**src/sac_pkg.sv**
```systemverilog
// Shared constants for the converter start and serial readout block
package sac_pkg;

    // ****************************************************************
    // Result word
    // ****************************************************************
    localparam int RESULT_BITS = 15;
    localparam int TAG_BITS = 1;
    localparam int WORD_BITS = RESULT_BITS + TAG_BITS;
    localparam int FIFO_DEPTH = 4;
    localparam logic [RESULT_BITS-1:0] RESULT_RESET = 15'h0000;

    // ****************************************************************
    // Timing
    // ****************************************************************
    localparam int CLOCK_HZ = 40000000;
    localparam int REINIT_TIME_MS = 10;
    localparam int REINIT_CYCLES = REINIT_TIME_MS * (CLOCK_HZ / 1000);

    // ****************************************************************
    // Sequencer states
    // ****************************************************************
    typedef enum logic [1:0] {
        SAC_IDLE,
        SAC_SAMPLE,
        SAC_CONVERT,
        SAC_STORE
    } sac_state_e;

endpackage

```
**src/sac_fifo.sv**
```systemverilog
// Small result FIFO with valid and ready on both sides
`timescale 1ns/1ps
`default_nettype none

module sac_fifo #(
    parameter int WIDTH = 16,
    parameter int DEPTH = 4
) (
    input wire logic i_clock,
    input wire logic i_rstn,
    input wire logic i_flush,
    input wire logic i_in_valid,
    input wire logic [WIDTH-1:0] i_in_data,
    output logic o_in_ready,
    output logic o_out_valid,
    output logic [WIDTH-1:0] o_out_data,
    input wire logic i_out_ready
);
    localparam int AW = (DEPTH > 1) ? $clog2(DEPTH) : 1;
    localparam int CW = $clog2(DEPTH + 1);

    if (DEPTH < 2 || WIDTH < 1) begin : g_check
        $error("sac_fifo needs DEPTH >= 2 and WIDTH >= 1");
    end

    logic [WIDTH-1:0] mem_q [DEPTH];
    logic [WIDTH-1:0] mem_d [DEPTH];
    logic [AW-1:0] wr_q, wr_d, rd_q, rd_d;
    logic [CW-1:0] cnt_q, cnt_d;
    logic push, pop;

    // Wrap a pointer at DEPTH, which need not be a power of two
    function automatic logic [AW-1:0] bump(input logic [AW-1:0] p);
        if (p == AW'(DEPTH - 1)) begin
            bump = '0;
        end else begin
            bump = p + AW'(1);
        end
    endfunction

    // Honest full and empty from the fill count
    assign o_in_ready = (cnt_q != CW'(DEPTH));
    assign o_out_valid = (cnt_q != '0);
    assign o_out_data = mem_q[rd_q];
    assign push = i_in_valid && o_in_ready;
    assign pop = o_out_valid && i_out_ready;

    // Next pointers, count and storage
    always_comb begin
        mem_d = mem_q;
        wr_d = wr_q;
        rd_d = rd_q;
        cnt_d = cnt_q;
        if (push) begin
            mem_d[wr_q] = i_in_data;
            wr_d = bump(wr_q);
        end
        if (pop) begin
            rd_d = bump(rd_q);
        end
        if (push && !pop) begin
            cnt_d = cnt_q + CW'(1);
        end else if (pop && !push) begin
            cnt_d = cnt_q - CW'(1);
        end
        if (i_flush) begin
            wr_d = '0;
            rd_d = '0;
            cnt_d = '0;
        end
    end

    // Register stage
    always_ff @(posedge i_clock) begin
        if (!i_rstn) begin
            wr_q <= '0;
            rd_q <= '0;
            cnt_q <= '0;
            for (int i = 0; i < DEPTH; i++) begin
                mem_q[i] <= '0;
            end
        end else begin
            wr_q <= wr_d;
            rd_q <= rd_d;
            cnt_q <= cnt_d;
            mem_q <= mem_d;
        end
    end

endmodule // sac_fifo

`default_nettype wire

```
**src/sac_convert_readout.sv**
```systemverilog
// Conversion sequencer and serial result readout of the converter
//
// Overview of operation
// Reset on power-up or supply below 2V
// Controller waits 10ms after reset event
// Conversions during reinitialisation give invalid results
// Strobe rising edge starts sampling
// Strobe falling edge starts conversion and readout
// Serial clock edges time the conversion
// Controller drives strobe high about 28.5ns; the controller model holds it high for two i_clock cycles (50ns)
// Serial clock falling edge shifts next bit, MSB first
// Controller supplies 105MHz serial clock for 5Msps; the block takes a serial clock of at most half of i_clock, 20MHz
// First result of a burst is invalid; the code tags it only after reset or a supply drop
// Controller times strobe falling edge low-jitter
// Readout carries previous conversion's 15 bits
// Results are two's complement, receiver sign-extends
// Controller matches selected serial signalling
// Controller assembles word, one valid per readout
`timescale 1ns/1ps
`default_nettype none

module sac_convert_readout #(
    parameter int REINIT_CYCLES_P = sac_pkg::REINIT_CYCLES,
    parameter int RESULT_BITS_P = sac_pkg::RESULT_BITS,
    parameter int FIFO_DEPTH_P = sac_pkg::FIFO_DEPTH
) (
    input wire logic i_clock,
    input wire logic i_rstn,
    input wire logic i_supply_low,
    input wire logic i_convert_strobe,
    input wire logic i_serial_clock,
    input wire logic [RESULT_BITS_P-1:0] i_sample_code,
    output logic o_serial_data,
    output logic o_sampling,
    output logic o_converting,
    output logic o_ready,
    output logic o_result_invalid,
    output logic o_store_stall
);
    import sac_pkg::*;

    // Strobe and serial clock are plain levels sampled on i_clock. A conversion
    // is a strobe rise, a strobe fall, then fifteen serial clock falls, each of
    // which puts the next bit of the previous result on the data pin.
    // Results are two's complement and pass through the block unchanged.

    localparam int RW = RESULT_BITS_P;
    localparam int WW = RW + TAG_BITS;
    localparam int RCW = $clog2(REINIT_CYCLES_P + 1);
    localparam int BCW = $clog2(RW + 1);

    // ****************************************************************
    // Elaboration checks
    // ****************************************************************
    // Two result bits at least, so the shift always keeps a lower part
    if (REINIT_CYCLES_P < 1 || RW < 2 || FIFO_DEPTH_P < 2) begin : g_check
        $error("sac_convert_readout parameters out of range");
    end

    // ****************************************************************
    // Declarations
    // ****************************************************************
    // Sequencer state, settle count and pin history
    sac_state_e state_q, state_d;
    logic [RCW-1:0] reinit_q, reinit_d;
    logic strobe_q, strobe_d, sclk_q, sclk_d;
    logic [RW-1:0] shift_q, shift_d;
    logic [RW-1:0] code_q, code_d;
    logic code_ok_q, code_ok_d;
    logic [BCW-1:0] bits_q, bits_d;
    logic sdo_q, sdo_d;
    logic invalid_q, invalid_d;
    logic stall_q, stall_d;
    logic por_event;
    logic strobe_rise, strobe_fall, sclk_fall;
    logic fifo_in_valid, fifo_in_ready, fifo_out_valid, fifo_out_ready;
    logic [WW-1:0] fifo_in_data, fifo_out_data;

    // ****************************************************************
    // Edge helpers
    // ****************************************************************
    // Rising edge from the present pin level and its registered copy
    function automatic logic edge_up(input logic level, input logic prev);
        edge_up = level && !prev;
    endfunction

    // Falling edge from the present pin level and its registered copy
    function automatic logic edge_down(input logic level, input logic prev);
        edge_down = !level && prev;
    endfunction

    // ****************************************************************
    // Power-on reset and reinitialisation
    // ****************************************************************
    // The supply flag is a level: while it stands the block is held as after
    // reset, and the settle count only starts once it clears
    // supply drop resets
    assign por_event = i_supply_low;

    // Reload the settle counter on any reset event, then count down
    always_comb begin
        reinit_d = reinit_q;
        if (por_event) begin
            reinit_d = RCW'(REINIT_CYCLES_P);
        end else if (reinit_q != '0) begin
            reinit_d = reinit_q - RCW'(1);
        end
    end

    // Settle counter starts full, so ready stays low through reinitialisation
    always_ff @(posedge i_clock) begin
        if (!i_rstn) begin
            reinit_q <= RCW'(REINIT_CYCLES_P);
        end else begin
            reinit_q <= reinit_d;
        end
    end

    // ****************************************************************
    // Edge detection on the strobe and serial clock pins
    // ****************************************************************
    // Pins are synchronous, so one stage of history finds the edges;
    // limitation: the serial clock must not exceed half of i_clock
    always_comb begin
        strobe_d = i_convert_strobe;
        sclk_d = i_serial_clock;
    end

    // History resets to the idle low level, so no false edge follows reset
    always_ff @(posedge i_clock) begin
        if (!i_rstn) begin
            strobe_q <= 1'b0;
            sclk_q <= 1'b0;
        end else begin
            strobe_q <= strobe_d;
            sclk_q <= sclk_d;
        end
    end

    // A missed fall would lose a bit for good, so edges use the live pin
    assign strobe_rise = edge_up(i_convert_strobe, strobe_q);
    assign strobe_fall = edge_down(i_convert_strobe, strobe_q);
    assign sclk_fall = edge_down(i_serial_clock, sclk_q);

    // ****************************************************************
    // Result FIFO between conversion and readout
    // ****************************************************************
    // Word is {valid tag, code}; a full FIFO stalls the store step
    // Each conversion start pops before its own store pushes, so the FIFO
    // holds at most one word in normal use; the stall path is a guard only
    assign fifo_in_valid = (state_q == SAC_STORE);
    assign fifo_in_data = {code_ok_q, code_q};
    assign fifo_out_ready = (state_q == SAC_SAMPLE) && strobe_fall && !por_event;

    sac_fifo #(
        .WIDTH(WW),
        .DEPTH(FIFO_DEPTH_P)
    ) u_fifo (
        .i_clock(i_clock),
        .i_rstn(i_rstn),
        .i_flush(por_event),
        .i_in_valid(fifo_in_valid),
        .i_in_data(fifo_in_data),
        .o_in_ready(fifo_in_ready),
        .o_out_valid(fifo_out_valid),
        .o_out_data(fifo_out_data),
        .i_out_ready(fifo_out_ready)
    );

    // ****************************************************************
    // Sequencer
    // ****************************************************************
    // Strobe edges during conversion are ignored until the word is stored.
    // Trade-off: a burst counts as new only when no result is held, which is
    // after reset or a supply drop; a long idle keeps the last result valid.
    always_comb begin
        state_d = state_q;
        shift_d = shift_q;
        code_d = code_q;
        code_ok_d = code_ok_q;
        bits_d = bits_q;
        sdo_d = sdo_q;
        invalid_d = invalid_q;
        stall_d = 1'b0;
        case (state_q)
            SAC_IDLE: begin
                // Rises in any other state are refused until the store ends
                // rise starts sampling
                if (strobe_rise) begin
                    state_d = SAC_SAMPLE;
                end
            end
            SAC_SAMPLE: begin
                // fall starts conversion
                if (strobe_fall) begin
                    state_d = SAC_CONVERT;
                    // The code is taken at the fall, when sampling ends
                    code_d = i_sample_code;
                    // early start tagged
                    code_ok_d = (reinit_q == '0);
                    bits_d = '0;
                    // previous result read
                    if (fifo_out_valid) begin
                        shift_d = fifo_out_data[RW-1:0];
                        invalid_d = !fifo_out_data[RW];
                    end else begin
                        // no previous result
                        shift_d = RESULT_RESET;
                        invalid_d = 1'b1;
                    end
                end
            end
            SAC_CONVERT: begin
                // serial clock paces conversion
                if (sclk_fall) begin
                    // Data moves only on a seen fall, so it stands a whole period
                    // MSB first on fall
                    sdo_d = shift_q[RW-1];
                    shift_d = {shift_q[RW-2:0], 1'b0};
                    bits_d = bits_q + BCW'(1);
                    if (bits_q == BCW'(RW - 1)) begin
                        state_d = SAC_STORE;
                    end
                end
            end
            SAC_STORE: begin
                // A full FIFO holds the word here and raises the stall flag
                // code kept as two's complement
                if (fifo_in_ready) begin
                    state_d = SAC_IDLE;
                end else begin
                    stall_d = 1'b1;
                end
            end
            default: begin
                state_d = SAC_IDLE;
            end
        endcase
        // A half-read word is dropped; the receiver then sees a short frame
        // supply drop aborts
        if (por_event) begin
            state_d = SAC_IDLE;
            shift_d = RESULT_RESET;
            bits_d = '0;
            sdo_d = 1'b0;
            invalid_d = 1'b1;
        end
    end

    // Sequencer register stage only
    always_ff @(posedge i_clock) begin
        if (!i_rstn) begin
            state_q <= SAC_IDLE;
            shift_q <= RESULT_RESET;
            code_q <= RESULT_RESET;
            code_ok_q <= 1'b0;
            bits_q <= '0;
            sdo_q <= 1'b0;
            invalid_q <= 1'b1;
            stall_q <= 1'b0;
        end else begin
            state_q <= state_d;
            shift_q <= shift_d;
            code_q <= code_d;
            code_ok_q <= code_ok_d;
            bits_q <= bits_d;
            sdo_q <= sdo_d;
            invalid_q <= invalid_d;
            stall_q <= stall_d;
        end
    end

    // ****************************************************************
    // Registered outputs
    // ****************************************************************
    logic ready_q, sampling_q, converting_q;
    logic ready_d, sampling_d, converting_d;

    // Status next values follow the next state, so the flags stand with it
    always_comb begin
        ready_d = (reinit_d == '0);
        sampling_d = (state_d == SAC_SAMPLE);
        converting_d = (state_d == SAC_CONVERT);
    end

    // Status flags are flops, so the far side never sees a decode glitch
    always_ff @(posedge i_clock) begin
        if (!i_rstn) begin
            ready_q <= 1'b0;
            sampling_q <= 1'b0;
            converting_q <= 1'b0;
        end else begin
            ready_q <= ready_d;
            sampling_q <= sampling_d;
            converting_q <= converting_d;
        end
    end

    // Ports driven straight from the flops above
    assign o_serial_data = sdo_q;
    assign o_sampling = sampling_q;
    assign o_converting = converting_q;
    assign o_ready = ready_q;
    assign o_result_invalid = invalid_q;
    assign o_store_stall = stall_q;

endmodule // sac_convert_readout

`default_nettype wire

```
**config.mk**
```make
export PLATFORM = sky130hd
export DESIGN_NAME = sac_convert_readout
export DESIGN_NICKNAME = d
export VERILOG_FILES = /design/src/sac_pkg.sv /design/src/sac_fifo.sv /design/src/sac_convert_readout.sv
export SDC_FILE = /design/constraint.sdc
export NUM_CORES = 1
export LEC_CHECK = 0
export ABC_CLOCK_PERIOD_IN_PS = 3500
export BUFFER_PORTS_ARGS = -buffer_cell sky130_fd_sc_hd__buf_2
export CORE_MARGIN = 3
export CORE_UTILIZATION = 50
export CTS_BUF_LIST = sky130_fd_sc_hd__clkbuf_4
export DETAILED_ROUTE_END_ITERATION = 7
export PLACE_DENSITY = 0.67
export SKIP_LAST_GASP = 1
export SLEW_MARGIN = 25
export SYNTH_ARGS = -nofsm -noshare
export SYNTH_HDL_FRONTEND = slang
export SYNTH_SLANG_ARGS = --single-unit
```
**constraint.sdc**
```tcl
create_clock -name i_clock -period 3.5 [get_ports i_clock]
set_input_delay 0.175 -clock i_clock [delete_from_list [all_inputs] [get_ports i_clock]]
set_output_delay 0.175 -clock i_clock [all_outputs]
set_load 0.05 [all_outputs]
```
==> flow_summary_export.csv <==
group,metric,value,unit
layout,layout_commonest_cell,"dfxtp_1",
hold_path,min_to,"code_q[3]",
synth,ys_warn_count,0,
power_and_ir_drop,combPwrFrac,5.4,%
clock_network,cts_made_buffers,17,
floorplan,initial_utilization,51.5,%
layout,nNetsFinal,745,
hold_path,hold-path-cell-count,4,
detailed_routing,vias,5139,
floorplan,die_height,115,um
clock_network,cts_tree,"yes",
synth,synth_edf_count,0,
global_route,grt_util_all_layers,23.3,%
detailed_routing,drc_errors,0,
worst_setup_path,reg2reg_to,"o_ready",
worst_setup_path,path_class,"register to register",
detailed_routing,via_per_inst,5.91,
timing,fin_setup_tns,0,ns
detailed_routing,drtAntennaViolNets,0,
worst_setup_path,critPathArrivalTime,3.07,ns
timing,finalSetupViolations,0,
timing,post-route-period-util,74.7,%
clock_network,postCtsHoldBufs,20,
worst_setup_path,critPathLaunchType,"register",
layout,final_cell_mix,"135 x dfxtp_1, 118 x nand2_1, 89 x a21oi_1",
hold_path,hold_path.class,"primary input to register",
detailed_routing,first_pass_iters,5,
worst_setup_path,critPathMaxFanout,7,
detailed_routing,dr.first_iter.drc_count,456,
synth,ys_seq_elements,135,
power_and_ir_drop,p_sw_share,24.2,%
timing,holdWs,0.395,ns
place,gp_congestion,0.871,
power_and_ir_drop,irDropWorstVdd,0.367,mV
floorplan,ios,26,
synth,syn_nets,722,
floorplan,die_x,115,um
clock_network,root_buffer,"clkbuf_4",
timing,hold_viol,0,
synth,synth_flop_cell,"dfxtp_1",
power_and_ir_drop,p_sw,0.671,mW
place,port_buffers,25,
global_route,grt_first_pass_wirelength,24100,um
clock_network,post_cts_buffers,0,
layout,num-fill-cells,1003,
timing,rsz0062_at_grt,"no",
synth,yosysSeqAreaShare,45.6,%
clock_network,cts.sinks,135,
timing,max_freq,382,MHz
synth,ys_types,57,
synth,syn_area_per_cell,8.58,sq um
layout,design_area,6630,sq um
layout,insertedDiodeCount,0,
clock_network,clkLatencyLatePin,0.56,ns
floorplan,core_area,11500,sq um
flow_run,maxCapViolations,0,
layout,layout-drive-gt1-share,13.8,%
global_route,antenna_found_initial,0,
power_and_ir_drop,leakage,2.22,nW
global_route,grt_max_degree,84,
synth,postSynth.asyncResetShare,0,%
layout,syn_to_final_growth,11.9,%
detailed_routing,totalWireLength,14600,um
worst_setup_path,reg2reg_depth,6,
floorplan,rows,39,
clock_network,ctsResizeCount,0,
power_and_ir_drop,power.density,418,nW/um^2
timing,slew_viol_final,0,
hold_path,hold_start,"i_sample_code[3]",
worst_setup_path,cp.required,3.96,ns
timing,layout_min_cycle_time,2.62,ns
detailed_routing,post_drt_wl_per_cell,16.8,um
place,place_area,6140,sq um
worst_setup_path,r2r-start,"reinit_q[6]",
timing,tightest_slew,0.936,ns
power_and_ir_drop,pwr-share-clk,38.3,%
timing,clock_skew,0.0104,ns
global_route,grt_pass1_vias,4860,
floorplan,die_area,13200,sq um
outcome,status,"finished, final reports clean",
clock_network,clk_pin_slew_worst_paths,0.11,ns
clock_network,clockBufferDepth,2,
synth,synth_area,5930,sq um
synth,postSynthCellCount,691,
power_and_ir_drop,pwr-share-seq,56.3,%
global_route,grt-ovfl-total,0,
worst_setup_path,crit_path_end_kind,"register",
place,place_hpwl,9350,um
power_and_ir_drop,power.internal,2.10,mW
clock_network,cts_max_level,4,
timing,slew_headroom,37.5,%
worst_setup_path,r2r_setup_slack,0.88,ns
## power groups by stage
stage | Combinational, mW | Sequential [mW] | Clock [mW]
floorplan | 0.0944 | 1.59 | 0
global placement | 0.130 | 1.60 | 0
detailed placement | 0.130 | 1.60 | 0
CTS | 0.147 | 1.56 | 1.10
global route | 0.164 | 1.56 | 1.15
finish | 0.149 | 1.56 | 1.06
## routing by layer
layer | track usage [%] | wire length, um
met5 | 0 | 0
met2 | 37.2 | 7060
met3 | 5.21 | 863
met4 | 9.39 | 249
met1 | 30.8 | 6470
## flip-flops by register name (all words and copies together), names as in the netlist
register          cells
sclk_q                1
bits_q                4
state_q               2
code_q               15
shift_q              15
strobe_q              1
u_fifo.rd_q           2
o_ready               1
u_fifo.cnt_q          3
o_converting          1
o_sampling            1
o_result_invalid      1
u_fifo.wr_q           2
code_ok_q             1
u_fifo.mem_q         64
reinit_q             19
o_store_stall         1
o_serial_data         1
## critical path: stages (launching register included)
cell and delay (ns):
dfxtp_1 0.36, or4_1 0.70, nor4_1 0.43, mux2_2 0.39, nor3_1 0.13, o2111ai_1 0.15
a2111oi_2 0.37
## how the worst max path moves through the flow
| stage | from | endpoint | slack [ns] |
|---|---|---|---|
| 2_1_floorplan | u_fifo.cnt_q[0] | u_fifo.cnt_q[2] | 1.02 |
| 3_3_place_gp | reinit_q[0] | o_ready | 0.98 |
| 3_5_place_dp | reinit_q[6] | o_ready | 0.91 |
| 4_1_cts | reinit_q[6] | o_ready | 0.88 |
| 5_1_grt | reinit_q[0] | o_ready | 0.72 |
| 6_report | reinit_q[6] | o_ready | 0.88 |
## layout make-up
class	instances	area (sq um)	area share [%]
Timing Repair Buffer	58	423	6.37
Clock buffer	18	135	2.04
Tap cell	143	179	2.70
Clock inverter	14	158	2.38
Inverter	10	37.5	0.566
Multi-Input combinational cell	492	3000	45.2
Sequential cell	135	2700	40.7
## synthesized netlist by cell type (all sizes together) (7+ instances only)
| master | n | share of area (%) |
|---|---|---|
| a21oi | 90 | 7.6 |
| a221oi | 14 | 2.1 |
| clkbuf | 52 | 3.3 |
| dfxtp | 135 | 46 |
| ha | 10 | 2.1 |
| inv | 10 | 0.63 |
| mux4 | 16 | 6.1 |
| nand2 | 119 | 7.7 |
| nand3 | 69 | 5.8 |
| nand4 | 7 | 0.84 |
| nor2 | 55 | 3.5 |
| nor3 | 27 | 2.3 |
| nor4 | 8 | 1.2 |
| o21ai | 7 | 0.59 |
| xnor2 | 7 | 1.0 |
| xor2 | 9 | 1.3 |
## metrics by stage
step	setup WS [ns]	total power, mW	util [%]	std cells
global placement	0.975	1.73	53.3	818
global route	0.718	2.88	57.6	870
detailed placement	0.907	1.73	53.3	818
floorplan	1.02	1.69	-	691
finish	0.884	2.77	57.6	870
CTS	0.879	2.81	57.6	870
## cells by family after synthesis
kind of cell,Yosys count,share of synthesized area (%)
simple gates,312,24.9
flops,135,45.6
compound gates,132,13.7
buf+inv,64,4.07
mux,21,6.95
xor+xnor,16,2.36
fa+ha+maj,11,2.45
Note: power is estimated with default switching activity, not from simulation.
